### config.mk
export PLATFORM = sky130hd
export DESIGN_NAME = host_power_state_manager
export DESIGN_NICKNAME = d
export VERILOG_FILES = /design/src/rtl/power_state_pkg.sv /design/src/rtl/tick_divider.sv /design/src/rtl/host_power_state_manager.sv
export SDC_FILE = /design/constraint.sdc
export NUM_CORES = 1
export LEC_CHECK = 0
export BUFFER_PORTS_ARGS = -buffer_cell sky130_fd_sc_hd__buf_2
export CORE_MARGIN = 5
export CORE_UTILIZATION = 65
export CTS_BUF_LIST = sky130_fd_sc_hd__clkbuf_16
export CTS_CLUSTER_DIAMETER = 30
export CTS_CLUSTER_SIZE = 25
export DETAILED_ROUTE_END_ITERATION = 8
export PLACE_DENSITY = 0.8
export RECOVER_POWER = 100
export SLEW_MARGIN = 20
export SYNTH_ARGS = -nofsm -noshare
export SYNTH_HDL_FRONTEND = slang
export SYNTH_HIERARCHICAL = 1
export SYNTH_SLANG_ARGS = --single-unit
### constraint.sdc
create_clock -name mclk -period 10.1 [get_ports mclk]
set_clock_uncertainty 0.1 [all_clocks]
set_input_delay 1.515 -clock mclk [delete_from_list [all_inputs] [get_ports mclk]]
set_output_delay 1.515 -clock mclk [all_outputs]
set_load 0.05 [all_outputs]
### src/rtl/power_state_pkg.sv
// Package of constants and types for the host power state manager.
// Overview of operation
// - Boot timer of five minutes removes host power if boot never confirmed.
// - Touch acts only after a continuous press-and-hold delay; brief touch ignored.
// - Indicator brightness ramps up while the pad is held during the delay.
// - Touch requests other than the long-hold force off are ignored while booting or shutting down.
// - Indicator pulses slowly in a boot or shutdown transition whenever no refusal flash is playing.
// - Touch during a transition plays a quick flashing refusal pattern.
// - On exhausted battery without supply, request shutdown, cut power when done.
// - Supply return while on battery keeps host powered.
// - Auto boot on supply return only when the restart setting is enabled.
// - Touch turn-on with depleted battery is refused with flashing, host stays off.
// - Touch turn-on refused with flashing when host already powered elsewhere.
// - Holding the pad about ten seconds forces host power off unconditionally.
package power_state_pkg;

  // Clock rate and times in their own units.
  localparam int unsigned ClkHz        = 25000000;
  localparam int unsigned BootTimeoutS = 300;
  localparam int unsigned ForceOffS    = 10;
  localparam int unsigned HoldMs       = 2000;
  localparam int unsigned FlashMs      = 800;
  localparam int unsigned TickHz       = 1000;

  // Cycles per millisecond tick; all long times count ticks.
  localparam int unsigned TickCycles   = ClkHz / TickHz;
  localparam int unsigned BootTicks    = BootTimeoutS * TickHz;
  localparam int unsigned ForceTicks   = ForceOffS * TickHz;
  localparam int unsigned HoldTicks    = HoldMs;
  localparam int unsigned FlashTicks   = FlashMs;

  localparam int unsigned TickW        = 16;
  localparam int unsigned CntW         = 20;
  localparam int unsigned PwmW         = 8;

  // Bits of the tick counter that choose the pulse and flash rates.
  localparam int unsigned PulseBit     = 10;
  localparam int unsigned FlashBit     = 6;

  typedef enum logic [2:0] {
    PwrOff,
    PwrBooting,
    PwrOn,
    PwrShutting
  } pwr_state_t;

endpackage : power_state_pkg

### src/rtl/tick_divider.sv
// Divider that makes the one-cycle millisecond tick enable.
`timescale 1ns/10ps
module tick_divider
  import power_state_pkg::*;
#(
  parameter int unsigned TickLimit = TickCycles
) (
  input  wire logic mclk,
  input  wire logic srst,
  output logic      tick
);

  logic [TickW-1:0] cnt_q;
  wire              wrap = (cnt_q == TickW'(TickLimit - 1));

  // Counts clocks and pulses once per wrap.
  always_ff @(posedge mclk) begin
    if (srst) begin
      cnt_q <= '0;
      tick  <= 1'b0;
    end else begin
      cnt_q <= wrap ? '0 : cnt_q + 1'b1;
      tick  <= wrap;
    end
  end

endmodule : tick_divider

### src/rtl/host_power_state_manager.sv
// Power state sequencer for the host computer and its indicator light.
`timescale 1ns/10ps
module host_power_state_manager
  import power_state_pkg::*;
#(
  parameter int unsigned BootLimit  = BootTicks,
  parameter int unsigned ForceLimit = ForceTicks,
  parameter int unsigned HoldLimit  = HoldTicks,
  parameter int unsigned FlashLimit = FlashTicks,
  parameter int unsigned TickLimit  = TickCycles
) (
  input  wire logic mclk,
  input  wire logic srst,
  input  wire logic touchPad,
  input  wire logic bootDone,
  input  wire logic hostHalted,
  input  wire logic supplyPresent,
  input  wire logic batteryDepleted,
  input  wire logic hostPoweredElsewhere,
  input  wire logic autoBootEnable,
  output logic      hostPowerEn,
  output logic      shutdownReq,
  output logic      power_indicator_light,
  output logic      busy
);

  ////////////////////////////////////////////////////////////////////////
  // Millisecond tick.
  logic tick;

  tick_divider #(
    .TickLimit (TickLimit)
  ) uDiv (
    .mclk (mclk),
    .srst (srst),
    .tick (tick)
  );

  ////////////////////////////////////////////////////////////////////////
  // State and counters.
  pwr_state_t      state_q, state_d;
  logic [CntW-1:0] holdCnt_q;
  logic [CntW-1:0] bootCnt_q;
  logic [CntW-1:0] flashCnt_q;
  logic [CntW-1:0] blinkCnt_q;
  logic [PwmW-1:0] pwm_q;
  logic            holdUsed_q;
  logic            supplyPrev_q;

  // Decoded conditions.
  wire inTransit   = (state_q == PwrBooting) || (state_q == PwrShutting);
  wire steady      = (state_q == PwrOff) || (state_q == PwrOn);
  wire holdReached = (holdCnt_q == CntW'(HoldLimit));
  wire holdFire    = tick && touchPad && !holdUsed_q &&
                     (holdCnt_q == CntW'(HoldLimit - 1));
  wire forceFire   = tick && touchPad &&
                     (holdCnt_q == CntW'(ForceLimit - 1));
  wire bootExpire  = tick && (bootCnt_q == CntW'(BootLimit - 1));
  wire supplyRise  = supplyPresent && !supplyPrev_q;
  wire onRefused   = batteryDepleted || hostPoweredElsewhere;
  wire touchRise   = touchPad && (holdCnt_q == '0);
  wire refuseTouch = (inTransit && touchRise) ||
                     (holdFire && state_q == PwrOff && onRefused);
  wire batExhaust  = !supplyPresent && batteryDepleted;

  ////////////////////////////////////////////////////////////////////////
  // Next state.
  always_comb begin
    state_d = state_q;
    case (state_q)
      PwrOff: begin
        if (holdFire && !onRefused) begin
          state_d = PwrBooting;
        end else if (supplyRise && autoBootEnable && !onRefused) begin
          state_d = PwrBooting;
        end
      end
      PwrBooting: begin
        if (bootDone) begin
          state_d = PwrOn;
        end else if (bootExpire) begin
          state_d = PwrOff;
        end
      end
      PwrOn: begin
        if (holdFire || batExhaust) begin
          state_d = PwrShutting;
        end
      end
      PwrShutting: begin
        if (hostHalted) begin
          state_d = PwrOff;
        end
      end
      default: state_d = PwrOff;
    endcase
    if (forceFire) begin
      state_d = PwrOff;
    end
  end

  // State register and previous supply level.
  always_ff @(posedge mclk) begin
    if (srst) begin
      // Starts high so reset makes no false supply return.
      state_q      <= PwrOff;
      supplyPrev_q <= 1'b1;
    end else begin
      state_q      <= state_d;
      supplyPrev_q <= supplyPresent;
    end
  end

  // Hold counter runs while touched; one hold-delay state change per hold, besides force off.
  always_ff @(posedge mclk) begin
    if (srst || !touchPad) begin
      holdCnt_q  <= '0;
      holdUsed_q <= 1'b0;
    end else if (tick && holdCnt_q != CntW'(ForceLimit)) begin
      holdCnt_q  <= holdCnt_q + 1'b1;
      if (holdFire || (inTransit && holdReached)) begin
        holdUsed_q <= 1'b1;
      end
    end
  end

  // Boot timer restarts on entry to booting.
  always_ff @(posedge mclk) begin
    if (srst || state_q != PwrBooting) begin
      bootCnt_q <= '0;
    end else if (tick) begin
      bootCnt_q <= bootCnt_q + 1'b1;
    end
  end

  // Refusal flash counter loads on any refused touch.
  always_ff @(posedge mclk) begin
    if (srst) begin
      flashCnt_q <= '0;
    end else if (refuseTouch) begin
      flashCnt_q <= CntW'(FlashLimit);
    end else if (tick && flashCnt_q != '0) begin
      flashCnt_q <= flashCnt_q - 1'b1;
    end
  end

  // Free running counters for pulse and ramp PWM.
  always_ff @(posedge mclk) begin
    if (srst) begin
      blinkCnt_q <= '0;
      pwm_q      <= '0;
    end else begin
      pwm_q <= pwm_q + 1'b1;
      if (tick) begin
        blinkCnt_q <= blinkCnt_q + 1'b1;
      end
    end
  end

  ////////////////////////////////////////////////////////////////////////
  // Indicator pattern selection.
  wire [PwmW-1:0] ramp     = holdCnt_q[CntW-1:0] >= CntW'(HoldLimit) ?
                             {PwmW{1'b1}} :
                             PwmW'((holdCnt_q << PwmW) / CntW'(HoldLimit));
  wire [PwmW-1:0] pulseLvl = blinkCnt_q[PulseBit] ?
                             ~blinkCnt_q[PulseBit-1 -: PwmW] :
                             blinkCnt_q[PulseBit-1 -: PwmW];
  wire            flashing = (flashCnt_q != '0);
  wire            ledNext  =
    flashing               ? blinkCnt_q[FlashBit] :
    inTransit              ? (pwm_q < pulseLvl) :
    (touchPad && steady && !holdUsed_q) ? (pwm_q < ramp) :
    (state_q == PwrOn);

  // Registered outputs.
  always_ff @(posedge mclk) begin
    if (srst) begin
      hostPowerEn           <= 1'b0;
      shutdownReq           <= 1'b0;
      power_indicator_light <= 1'b0;
      busy                  <= 1'b0;
    end else begin
      // Power stays on across supply changes while not off.
      hostPowerEn           <= (state_d != PwrOff);
      shutdownReq           <= (state_d == PwrShutting);
      power_indicator_light <= ledNext;
      busy                  <= (state_d == PwrBooting) ||
                               (state_d == PwrShutting);
    end
  end

  ////////////////////////////////////////////////////////////////////////
  // Checks.
  boot_timeout_a: assert property (@(posedge mclk) disable iff (srst)
    (state_q == PwrBooting && !bootDone && bootExpire && !forceFire)
    |=> state_q == PwrOff ##1 !hostPowerEn)
    else $error("Boot timeout did not remove power.");

  brief_touch_a: assert property (@(posedge mclk) disable iff (srst)
    (state_q == PwrOff && $rose(touchPad)) ##1 !touchPad
    |=> state_q == PwrOff)
    else $error("Brief touch changed state.");

  transit_ignore_a: assert property (@(posedge mclk) disable iff (srst)
    (state_q == PwrShutting && !hostHalted && !forceFire) |=> state_q != PwrOn)
    else $error("Touch acted during transition.");

  refuse_flash_a: assert property (@(posedge mclk) disable iff (srst)
    refuseTouch |=> flashCnt_q == CntW'(FlashLimit))
    else $error("Refusal flash not started.");

  bat_shutdown_a: assert property (@(posedge mclk) disable iff (srst)
    (state_q == PwrOn && batExhaust && !forceFire) |=> shutdownReq)
    else $error("No shutdown request on exhausted battery.");

  halt_wait_a: assert property (@(posedge mclk) disable iff (srst)
    (state_q == PwrShutting && !hostHalted && !forceFire) |=> hostPowerEn)
    else $error("Power removed before host halted.");

  supply_keep_a: assert property (@(posedge mclk) disable iff (srst)
    (state_q == PwrOn && supplyRise && !forceFire && !holdFire)
    |=> hostPowerEn)
    else $error("Supply return interrupted host power.");

  depleted_off_a: assert property (@(posedge mclk) disable iff (srst)
    (state_q == PwrOff && onRefused && !supplyRise) |=> state_q == PwrOff)
    else $error("Host turned on while refused.");

  force_off_a: assert property (@(posedge mclk) disable iff (srst)
    forceFire |=> !hostPowerEn)
    else $error("Long hold did not force power off.");

  boot_done_a: assert property (@(posedge mclk) disable iff (srst)
    (state_q == PwrBooting && bootDone && !forceFire)
    |=> !busy && hostPowerEn)
    else $error("Boot completion not accepted.");

endmodule : host_power_state_manager

==> reports/metrics.cfg <==
[outcome]
status=complete, no violations

[synth]
seq_area_frac_synth_pct=25.7
synth_xor_area_share_pct=11.1
avgSynthCellArea_um2=8.01
synthMuxAreaShare_pct=1.41
async_reset_ff_share_pct=0
synth_fp_nets=1059
synthesis.instances=1022
yosys.area_share.simple_pct=30.0
synth.cell_area_um2=8190
synth-compound-area-share_pct=23.6
synth_ff_type=dfxtp_1
synth_edf_count=0
synth-adder-area-share_pct=4.28
ys_ff_latch=105
synth_top_family_by_area=simple AND/OR/NAND/NOR gates
yosysUniqueCellTypes=118
ys_warn_count=6

[worst_setup_path]
crit_buf_inv=0
critPathTopFamily=compound AO/OA/AOI/OAI gates
worstSetupEndpointType=register
crit_path_frequent_cell=ha_1
critPathArrivalTime_ns=9.52
required_ns=10.28
crit_fanout=15
path_class=reg -> reg
crit_slowest_cell=a2111oi_4
worst_setup_path_start_kind=register
max_stage_delay_ns=0.71

[finish]
drive_gt1_share_pct=8.94
nets=1040
area_growth_pct=4.68
nFillCells=1052
diodes=0

[job]
cap_violations=0

[sta]
maxSlewViolCount=0
rsz0062_at_grt=false
tightest_slew_ns=1.25
slew_headroom_pct=16.5
fin_crit_ns=9.34
finalSetupViolCount=0
fin_ws_ns=0.755
tns_ns=0
period_share_pct=92.5
fmax_mhz=107
final-hold-violation-count=0

[pwr]
p_sw_uw=166
power_density_nw_per_um2=94.2
ir_worst_vdd_mv=0.120
power.share.sequential_pct=52.0
p_comb_share_pct=3.0
p_total_uw=807
p_sw_share_pct=20.6
clockPowerShare_pct=45.0
p_int_uw=641
p_leak_uw=0.00287

[worst_hold_path]
hold_class=reg -> reg

[global_route]
globalRouteOverflowTotal=0
track_usage_pct=25.1
grt_pass1_vias=6829
antenna_found_initial=0
grt_max_degree=31
grt_pass1_wl_mm=31.5

[cts]
clk_latency_ns=0.34
h-tree-depth=3
cts_max_path_buffers=2
cts_setup_buffers=0
cts_hold_buf=0
clk_pin_slew_worst_paths_ns=0.07
cts_buffers=9
cts_resized=0
root_buffer=clkbuf_16
cts_tree=built
cts_num_sinks=105

[route]
wl_per_cell_um=15.7
drt_iter0_drc=554
drcViolationCount=0
dr_total_vias=7459
via_per_inst=6.33
ant_nets=0
drt-total-wl_mm=18.6
drtPass1Iterations=5

[placed_design]
place_hpwl_mm=13.7
io_buffers=12
place_ws_ns=0.818
globalplace.congestion=0.902

[floorplan]
initial_core_util_pct=65.7
io_pins=13
rows=41
die_h_um=122
core_um2=12500
die_x_um=122
die_area_um2=14900

## cells in the final DEF, fill, tap and decap left out, types with 10 or more instances in the layout
cell type | Yosys | final
nor2_1 | 133 | 132
dfxtp_1 | 105 | 104
nand2_1 | 64 | 64
xnor2_1 | 54 | 54
a21oi_1 | 51 | 51
nand3_1 | 49 | 49
xor2_1 | 41 | 41
o21ai_0 | 34 | 34
nor3_1 | 33 | 33
inv_1 | 29 | 29
ha_1 | 28 | 28
nand4_1 | 20 | 20
or3_1 | 20 | 20
nor4_1 | 19 | 19
nand2b_1 | 15 | 16
and3_1 | 15 | 15
a21o_1 | 13 | 13
and2_1 | 13 | 12
o211ai_1 | 12 | 12
nor2b_1 | 11 | 11
a31oi_1 | 10 | 10
or2_2 | 10 | 10
## final timing paths
path,from,to,slack (ns),cells after the start
setup / recovery,holdCnt_q[7],power_indicator_light,0.76,35
hold / removal,flashCnt_q[10],flashCnt_q[10],0.37,2
setup reg to reg,holdCnt_q[7],power_indicator_light,0.76,35
hold reg to reg,flashCnt_q[10],flashCnt_q[10],0.37,2
## metal layers
metal | vias to the layer above | global-route usage [%] | part of all wire [%]
met5 | - | 0 | 0
met4 | 0 | 8.82 | 2.7
met3 | 38 | 3.55 | 4.3
met2 | 210 | 41.8 | 47
met1 | 3468 | 33.5 | 46
li1 | 3743 | - | -
## tightest hold or removal path: cells and delay by family, from the launching register on
kind	cells	cell delay (ns)
compound gates	2	0.12
flops	1	0.31
## power groups by stage
stage          combinational [µW]  clock [µW]  sequential, µW
6_report                     24.2         363             420
2_1_floorplan                18.5           0             429
3_3_place_gp                 23.9           0             429
3_5_place_dp                 24.3           0             429
5_1_grt                      28.1         387             420
4_1_cts                      24.7         367             420
## Yosys cell counts, types with 15 or more instances
cell type	instances	share of area (%)
a21oi_1	51	3.1
and3_1	15	1.1
clkbuf_1	22	1.0
dfxtp_1	105	26
ha_1	28	4.3
inv_1	29	1.3
nand2_1	64	2.9
nand2b_1	15	1.1
nand3_1	49	3.0
nand4_1	20	1.5
nor2_1	133	6.1
nor3_1	33	2.0
nor4_1	19	1.5
o21ai_0	34	2.1
or3_1	20	1.5
xnor2_1	54	5.8
xor2_1	41	4.4
## flip-flops by register name, summed over array words and instances, names as in the netlist
signal / flops
pwm_q: 8
bootCnt_q: 20
holdUsed_q: 1
holdCnt_q: 20
supplyPrev_q: 1
busy: 1
shutdownReq: 1
power_indicator_light: 1
state_q: 3
flashCnt_q: 20
uDiv/tick: 1
uDiv/cnt_q: 16
hostPowerEn: 1
blinkCnt_q: 11
## final cells by class
| cell class | count | area, µm² | share of cell area, % |
|---|---|---|---|
| flip-flops and latches | 105 | 2100 | 24.5 |
| multi-input cells | 843 | 5760 | 67.2 |
| clock inverters | 6 | 81.3 | 0.949 |
| repair buffers | 14 | 68.8 | 0.803 |
| well taps | 172 | 215 | 2.51 |
| clock buffers | 9 | 225 | 2.63 |
| inverters | 30 | 114 | 1.33 |
## logic make-up after synthesis
family,Yosys count
AND/OR/NAND/NOR,459
AO/OA/AOI/OAI,245
flip-flops,105
XOR/XNOR,99
buffers and inverters,74
adder cells (fa/ha/maj),28
multiplexers,11
other,1
## per-stage QoR
step / utilization [%] / area (µm²) / instances / hold slack, ns
2_1_floorplan: - / 8190 / 1022 / 0.331
3_5_place_dp: 66.3 / 8270 / 1164 / 0.361
6_report: 68.8 / 8570 / 1179 / 0.374
5_1_grt: 68.8 / 8570 / 1179 / 0.392
3_3_place_gp: 66.3 / 8270 / 1164 / 0.342
4_1_cts: 68.8 / 8580 / 1179 / 0.374
Note: power is estimated with default switching activity, not from simulation.
